==> src/verilog/sss_defines.svh <==
// Constants for the start/stop source selector.
// Assumes inclusion by bare name from the package and design modules.
`ifndef SSS_DEFINES_SVH
`define SSS_DEFINES_SVH

// Source setting encodings
`define SSS_KEYPAD_SOURCE_CODE    2'h0
`define SSS_TERMINAL_SOURCE_CODE  2'h1
`define SSS_SERIAL_SOURCE_CODE    2'h2

// Reset values
`define SSS_LOCAL_SOURCE_RESET    `SSS_TERMINAL_SOURCE_CODE
`define SSS_REMOTE_SOURCE_RESET   `SSS_TERMINAL_SOURCE_CODE
`define SSS_LR_BIT_RESET          1'h0

// Bit position of local/remote in the starter control register
`define SSS_LR_BIT_POS            0

`endif

==> src/verilog/sss_pkg.sv <==
// Types for the start/stop source selector.
// Assumes sss_defines.svh on the include path.
`default_nettype none
`include "sss_defines.svh"

package sss_pkg;

   typedef enum logic [1:0] {
      SSS_SRC_KEYPAD   = `SSS_KEYPAD_SOURCE_CODE,
      SSS_SRC_TERMINAL = `SSS_TERMINAL_SOURCE_CODE,
      SSS_SRC_SERIAL   = `SSS_SERIAL_SOURCE_CODE
   } sss_source_t;

   // One start/stop command pair from a source
   typedef struct packed {
      logic start;
      logic stop;
   } sss_cmd_t;

   // Configuration settings
   typedef struct packed {
      logic [1:0] local_source;
      logic [1:0] remote_source;
      logic       lr_input_configured;
      logic       keypad_stop_disable;
   } sss_cfg_t;

endpackage : sss_pkg

`default_nettype wire

==> src/verilog/sss_start_stop_select.sv <==
// Start/stop source selector: routes one of three command sources.
// Assumes all inputs synchronous to clock; one clock, sync reset.
// How it works
// - One of three sources, local/remote settings
// - Configured selector input overrides other selectors
// - Input low local, high remote
// - Otherwise register local/remote bit selects
// - Register bit resets to local
// - Settings take any code, default terminal
// - Keypad source: keypad commands only
// - Terminal source: terminal strip commands
// - Serial source: network commands
// - Keypad stop always works unless disabled
`timescale 1ns/10ps
`default_nettype none
`include "sss_defines.svh"

module sss_start_stop_select (
   // Clock and reset
   input  wire  logic                clock,
   input  wire  logic                reset_n,
   // Configuration settings
   input  wire  logic                cfg_write,
   input  wire  sss_pkg::sss_cfg_t   cfg_in,
   // Local/remote selector input and register write
   input  wire  logic                lr_input,
   input  wire  logic                ctrl_reg_write,
   input  wire  logic [7:0]          ctrl_reg_data,
   // Command sources
   input  wire  sss_pkg::sss_cmd_t   keypad_cmd,
   input  wire  sss_pkg::sss_cmd_t   terminal_cmd,
   input  wire  sss_pkg::sss_cmd_t   serial_cmd,
   // Outputs
   output logic                      start_cmd,
   output logic                      stop_cmd,
   output logic                      remote_active,
   output logic [1:0]                active_source,
   output logic                      lr_reg_bit,
   output sss_pkg::sss_cfg_t         cfg_out
);
   import sss_pkg::*;

   typedef struct packed {
      sss_cfg_t   cfg;
      logic       lr_bit;
      logic [1:0] active;
      logic       remote;
      logic       start;
      logic       stop;
   } sss_state_t;

   sss_state_t state;
   sss_state_t next_state;
   sss_cmd_t   selected_cmd;
   logic       use_remote;
   logic [1:0] source_now;

   function automatic logic [1:0] pick_source(input logic       remote,
                                              input sss_cfg_t   c);
      pick_source = remote ? c.remote_source : c.local_source;
   endfunction

   // Selector uses current settings so a change acts next cycle
   always_comb begin
      if (state.cfg.lr_input_configured) begin
         use_remote = lr_input;
      end else begin
         use_remote = state.lr_bit;
      end
      source_now = pick_source(use_remote, state.cfg);
   end

   sss_source_mux u_mux (
      .active_source (source_now),
      .keypad_cmd    (keypad_cmd),
      .terminal_cmd  (terminal_cmd),
      .serial_cmd    (serial_cmd),
      .selected_cmd  (selected_cmd)
   );

   always_comb begin
      next_state = state;
      if (cfg_write) begin
         next_state.cfg = cfg_in;
      end
      if (ctrl_reg_write) begin
         next_state.lr_bit = ctrl_reg_data[`SSS_LR_BIT_POS];
      end
      next_state.active = source_now;
      next_state.remote = use_remote;
      next_state.start  = selected_cmd.start;
      // Keypad stop overrides other sources unless disabled
      next_state.stop   = selected_cmd.stop |
                          (keypad_cmd.stop &
                           !state.cfg.keypad_stop_disable);
      // A stop must win over a simultaneous start for safety
      if (next_state.stop) begin
         next_state.start = 1'b0;
      end
   end

   always_ff @(posedge clock) begin
      if (!reset_n) begin
         state.cfg.local_source        <= `SSS_LOCAL_SOURCE_RESET;
         state.cfg.remote_source       <= `SSS_REMOTE_SOURCE_RESET;
         state.cfg.lr_input_configured <= 1'b0;
         state.cfg.keypad_stop_disable <= 1'b0;
         state.lr_bit                  <= `SSS_LR_BIT_RESET;
         state.active                  <= `SSS_TERMINAL_SOURCE_CODE;
         state.remote                  <= 1'b0;
         state.start                   <= 1'b0;
         state.stop                    <= 1'b0;
      end else begin
         state <= next_state;
      end
   end

   assign start_cmd     = state.start;
   assign stop_cmd      = state.stop;
   assign remote_active = state.remote;
   assign active_source = state.active;
   assign lr_reg_bit    = state.lr_bit;
   assign cfg_out       = state.cfg;

endmodule // sss_start_stop_select

`default_nettype wire

==> src/verilog/sss_source_mux.sv <==
// Combinational selector: picks one source's start/stop commands.
// Assumes source codes from sss_defines.svh; illegal codes give no command.
`timescale 1ns/10ps
`default_nettype none
`include "sss_defines.svh"

module sss_source_mux (
   // Active source setting
   input  wire  logic [1:0]       active_source,
   // Source commands
   input  wire  sss_pkg::sss_cmd_t keypad_cmd,
   input  wire  sss_pkg::sss_cmd_t terminal_cmd,
   input  wire  sss_pkg::sss_cmd_t serial_cmd,
   // Selected command
   output var   sss_pkg::sss_cmd_t selected_cmd
);
   import sss_pkg::*;

   always_comb begin
      unique case (active_source)
         `SSS_KEYPAD_SOURCE_CODE:   selected_cmd = keypad_cmd;
         `SSS_TERMINAL_SOURCE_CODE: selected_cmd = terminal_cmd;
         `SSS_SERIAL_SOURCE_CODE:   selected_cmd = serial_cmd;
         // Code 3 is unused; refusing commands is the safe choice
         default:                   selected_cmd = '0;
      endcase
   end

endmodule // sss_source_mux

`default_nettype wire

==> config.mk <==
export PLATFORM = sky130hd
export DESIGN_NAME = sss_start_stop_select
export DESIGN_NICKNAME = d
export VERILOG_FILES = /design/src/verilog/sss_pkg.sv /design/src/verilog/sss_start_stop_select.sv /design/src/verilog/sss_source_mux.sv
export VERILOG_INCLUDE_DIRS = /design/src /design/src/verilog
export SDC_FILE = /design/constraint.sdc
export NUM_CORES = 1
export LEC_CHECK = 0
export BUFFER_PORTS_ARGS = -buffer_cell sky130_fd_sc_hd__buf_2
export CORE_MARGIN = 2
export CORE_UTILIZATION = 42
export DETAILED_ROUTE_END_ITERATION = 8
export GPL_TIMING_DRIVEN = 0
export HOLD_SLACK_MARGIN = 0.06
export PLACE_DENSITY_LB_ADDON = 0.3
export SETUP_SLACK_MARGIN = 0.2
export SYNTH_ARGS = -nofsm -noshare
export SYNTH_HDL_FRONTEND = slang
export SYNTH_SLANG_ARGS = --single-unit
==> constraint.sdc <==
create_clock -name clock -period 2.6 [get_ports clock]
set_input_delay 0.39 -clock clock [delete_from_list [all_inputs] [get_ports clock]]
set_output_delay 0.39 -clock clock [all_outputs]
set_load 0.02 [all_outputs]
Word-level counts from Yosys, hierarchy flattened:

Cells that the tools add are included.

* flip-flop bits (word level): 12
* latch bits: 0
* bits in writable memories: 0
* bits in read-only memories: 0
* input port bits: 25
* output and inout port bits: 12
* word-level logic and storage cells: 20
* memories kept: 0

* add/subtract/negate cells: 0
* multipliers: 0
* divide/modulo/power cells: 0
* order comparisons: 0
* eq/ne operators: 2
* shift-type cells: 0
* muxes and demuxes: 3
* bitwise operators: 3
* reduce and logical (&&, ||, !) cells: 3

Operators with widths (number)
* one-hot mux 2 bit (3 select lines): 1
* equality test 2 x 1 -> 1 bit, second input constant: 1
* equality test 2 bit, second input constant: 1
* zero test 2 bit: 1
* two-way mux 2 bit: 1
* OR reduction 2 bit: 1
* bitwise AND 1 bit: 1
* zero test 1 bit: 1
* two-way mux 1 bit: 1
* inverter 1 bit: 1
* bitwise OR 1 bit: 1

Logic depth before layout (Yosys ltp):

* depth in word-level cells: 6
* depth in mapped cells: 4
* gate-level depth less buffers: 4

By module:

A second synthesis with hierarchy kept.

* cell total of the unflattened synthesis: 47
* area total of the unflattened synthesis: 523.0 µm²

Modules (own cells, without submodules)
* sss_start_stop_select: times used 1, cells an instance 42, area each 479.2 µm², sequential area each 240.2 µm²
* sss_source_mux: times used 1, cells an instance 5, area each 43.8 µm², sequential area each 0.0 µm²

Least setup slack after synthesis:

OpenSTA, ideal clock, no wires.

* kind: reg2reg
* from: register state (netlist bit cfg_out[1])
* to: register state (netlist bit start_cmd)
* setup time: 0.086 ns
* arrival: 1.433 ns
* data required time: 2.514 ns
* setup slack: 1.082 ns
* stages on the path, launching flop included: 5
* buffers on the path: 0
* period minus slack after synthesis: 1.518 ns
* cells stage by stage: dfxtp_1 > mux2i_4 > mux2i_1 > nand3_1 > a211oi_1

* cells in the longest elaborated chain, start to end: 6
* elaborated cells between the ends (all ways): 8
* classes of those cells: eq/ne (2); mux (3); bitwise (1); reduce/logical (2)

RTL lines
* start, declared: line sss_start_stop_select.sv:52 `sss_state_t state;`
* start signal, assigned: line sss_start_stop_select.sv:114 `state <= next_state;`
* two-way mux 1 bit *: line sss_start_stop_select.sv:65 `if (state.cfg.lr_input_configured) begin`
* two-way mux 2 bit *: line sss_start_stop_select.sv:60 `pick_source = remote ? c.remote_source : c.local_source;`
* equality test 2 bit (tied with other cells): line sss_source_mux.sv:20 `unique case (active_source)`
* one-hot mux 2 bit (3 select lines) *: line sss_source_mux.sv:20
* bitwise OR 1 bit: line sss_start_stop_select.sv:93 `next_state.stop = selected_cmd.stop |`
* OR reduction 2 bit (no line)

Every way passes the cells marked *; elsewhere a longest branch is shown, timed or not.
A chain may end at the register's enable or synchronous reset.

Worst setup path in the final report:

Ends and elaborated chain as after synthesis.

==> metrics.md <==
| Metric | Value |
|---|---|
| Max-slew headroom | `a little over two thirds` |
| Hold Crit Start | `cfg_in[2]` |
| Clock input transition at the sequential cells of the worst setup and hold paths | `0.07 ns` |
| Wire length of the first global-routing pass | `1690 um` |
| First drt pass iteration count | `4` |
| Count of final setup violators | `0` |
| Routed len/inst | `approximately 11 um` |
| FF-to-FF Start | `cfg_out[1]$_SDFFE_PN0P_` |
| R2r endpoint | `start_cmd$_SDFF_PP0_` |
| Overall die width | `a little over 40 um` |
| Fraction of the yosys area taken by sequential cells | `43.4%` |
| Vias in the first global route | `391` |
| Post-Syn Nets | `81` |
| IR Drop Worst-Case VDD | `about 0.33 mV` |
| Port bufs | `28` |
| Slew @ Worst Pin | `approximately 0.46 ns` |
| Run status | `finished, final reports clean` |
| Hold_buf cts | `0` |
| Remaining number of nets flagged by the antenna check after routing | `0` |
| Cell leakage power | `between 0.3 and 0.4 nW` |
| Count of yosys warnings during synthesis | `0` |
| Crit path launch type | `register` |
| Post-DP HPWL | `approximately 840 um` |
| Placeable Area | `1270 um^2` |
| Class of the most critical setup path | `register to register` |
| Number of buffers inserted during clock tree synthesis | `3` |
| Total Routed Length | `between 1000 and 1500 um` |
| Netlist area before placement | `553 um^2` |
| Vias per cell | `roughly 4.8` |
| GRT Util Overall | `~17%` |
| Fmax | `662 MHz` |
| Maximum number of pins on one net before global-route repair | `11` |
| CTS tree | `built` |
| Ratio of cells with drive above 1 in the final layout | `37.5%` |
| Minimum clock period | `around 1.5 ns` |
| Placer Congestion | `between 0.6 and 0.7` |
| Cells taking the most area after synthesis | `sky130_fd_sc_hd__dfxtp_1 43%, sky130_fd_sc_hd__mux2i_1 20%, sky130_fd_sc_hd__nor2b_1 7.9%` |
| Vias after detailed routing | `about 490` |
| Power per unit of standard cell area | `around 580 nW/um^2` |
| Number of remaining DRC errors | `0` |
| Boundary Pins | `37` |
| Library cells used by synthesis | `18` |
| Largest fanout on the critical path | `9` |
| Area fraction of the dominant cell type after synthesis | `between 40% and 50%` |
| Total congestion overflow after global routing | `0` |
| Library cell occupying the most area in the post-synthesis netlist | `sky130_fd_sc_hd__dfxtp_1` |
| Initial cell density of the core | `between 40% and 50%` |
| Initial antenna violation count | `0` |
| Syn Inst Count | `between 50 and 60` |
| Critical path arrival | `roughly 1.7 ns` |
| Clk_lat worst skew | `around 0.27 ns` |
| Die Area | `approximately 1600 um^2` |
| CP endpoint kind | `register` |
| Total Negative Setup Slacks | `0 ns` |
| Count of pins over their slew limit | `0` |
| Number of post-CTS setup repair buffers | `0` |
| Synth-to-Final Area Change | `35.3%` |
| Worst Hold End | `cfg_out[2]$_SDFFE_PN1P_` |
| Row Count | `13` |
| Floorplan die height | `between 40 and 50 um` |
| Buffer depth of the longest clock path | `2` |
| Initial drt markers | `4` |
| Final hold violations | `0` |
| Number of fill cells | `126` |
| Total clock sinks | `12` |
| Inserted Diodes | `0` |
| Clock tree root driver cell | `sky130_fd_sc_hd__clkbuf_4` |
| Number of levels in the clock H-tree | `1` |
| Count of nets after finishing | `~110` |
| Minimum setup slack in the final design | `1.09 ns` |
| Cell depth of the worst hold path | `3` |
| Setup repair after global routing missed its margin | `no` |
| Worst endpoint required time | `roughly 2.8 ns` |
| Number of max-capacitance violations reported | `0` |
| Worst-case setup slack after placement | `1.08 ns` |
| Flop-to-flop setup slack | `approximately 1.1 ns` |
| Synthesized area per cell | `a little under 10 um^2` |
| Number of instances resized during post-cts repair | `0` |
| Clock tree skew after final layout | `roughly 0.00033 ns` |
| Share of the clock period used by the worst path after layout | `58.1%` |
| Worst reg2reg path depth | `4` |
| #FFs+latches synth | `12` |
| Class of the tightest hold or removal check | `input port to register` |
## metal layers
metal / wire length, um / GRT usage, % / vias to the layer above / part of all wire [%]
met2: 551 / 27.8 / 16 / 50
met1: 444 / 17.4 / 222 / 40
met5: 0 / 0 / - / 0
met3: 87 / 10.0 / 2 / 7.9
li1: - / - / 253 / -
met4: 17 / 10.0 / 0 / 1.5
## state kept, by name, indices dropped and copies added, names as in the netlist
signal,count
remote_active,1
start_cmd,1
active_source,2
stop_cmd,1
lr_reg_bit,1
cfg_out,6
## final cells by class
| type | instances | area, um^2 | share of cell area, % |
|---|---|---|---|
| plain buffers | 2 | 7.51 | 1.00 |
| clock buffers | 4 | 36.3 | 4.85 |
| inverters | 1 | 3.75 | 0.502 |
| multi-input cells | 41 | 302 | 40.3 |
| flip-flops and latches | 12 | 240 | 32.1 |
| well taps | 15 | 18.8 | 2.51 |
| repair buffers | 28 | 140 | 18.7 |
## worst max-delay path, cell delays in order (launching register included)
cell	delay (ns)
sky130_fd_sc_hd__dfxtp_1	0.40
sky130_fd_sc_hd__mux2i_4	0.42
sky130_fd_sc_hd__mux2i_1	0.28
sky130_fd_sc_hd__o211ai_1	0.12
sky130_fd_sc_hd__a211oi_1	0.20
## worst max path at each step
stage	startpoint	end	slack [ns]	cells past startpoint
after global placement	lr_input	start_cmd$_SDFF_PP0_	1.10	5
after CTS	cfg_out[1]$_SDFFE_PN0P_	start_cmd$_SDFF_PP0_	1.07	4
after global routing	cfg_out[1]$_SDFFE_PN0P_	start_cmd$_SDFF_PP0_	0.91	4
after floorplan	cfg_out[1]$_SDFFE_PN0P_	start_cmd$_SDFF_PP0_	1.08	4
after detailed placement	cfg_out[1]$_SDFFE_PN0P_	start_cmd$_SDFF_PP0_	1.08	4
final	cfg_out[1]$_SDFFE_PN0P_	start_cmd$_SDFF_PP0_	1.09	4
## cell usage after synthesis, drive strengths merged
master	number
a211oi	1
a21boi	1
a21oi	1
a22o	1
a31oi	1
clkbuf	2
dfxtp	12
inv	1
mux2i	12
nand2	6
nand2b	6
nand3	1
nor2	1
nor2b	7
o211ai	1
o21a	1
or3	1
## placed cells by master (no fill, tap or decap), types with 2 or more instances in the layout
cell / count
sky130_fd_sc_hd__buf_2: 28
sky130_fd_sc_hd__clkbuf_4: 3
sky130_fd_sc_hd__clkbuf_1: 2
sky130_fd_sc_hd__dfxtp_1: 12
sky130_fd_sc_hd__nand2b_1: 6
sky130_fd_sc_hd__mux2i_1: 11
sky130_fd_sc_hd__nor2b_1: 7
sky130_fd_sc_hd__nand2_1: 6
## kinds of logic after synthesis
logic type / after synthesis / share of synthesized area (%)
simple gates: 22 / 21.5
mux: 12 / 24.0
flops: 12 / 43.4
compound gates: 7 / 9.05
buf+inv: 3 / 2.04
## through the flow
| stage | hold WS, ns | total power (W) | instance area [um^2] | utilization, % | instances |
|---|---|---|---|---|---|
| after floorplan | 0.518 | 0.000259 | 553 | - | 56 |
| after global placement | 0.528 | 0.000288 | 712 | 56.1 | 99 |
| after detailed placement | 0.558 | 0.000290 | 712 | 56.1 | 99 |
| after CTS | 0.328 | 0.000435 | 748 | 59.0 | 103 |
| after global routing | 0.329 | 0.000457 | 748 | 59.0 | 103 |
| final | 0.328 | 0.000432 | 748 | 59.0 | 103 |
## report_power, final
group	internal, W	switching (W)
Clock	0.0000852	0.0000622
Combinational	0.0000386	0.0000412
Sequential	0.000195	0.00000976
No activity file was read; power rests on OpenSTA's default activity.
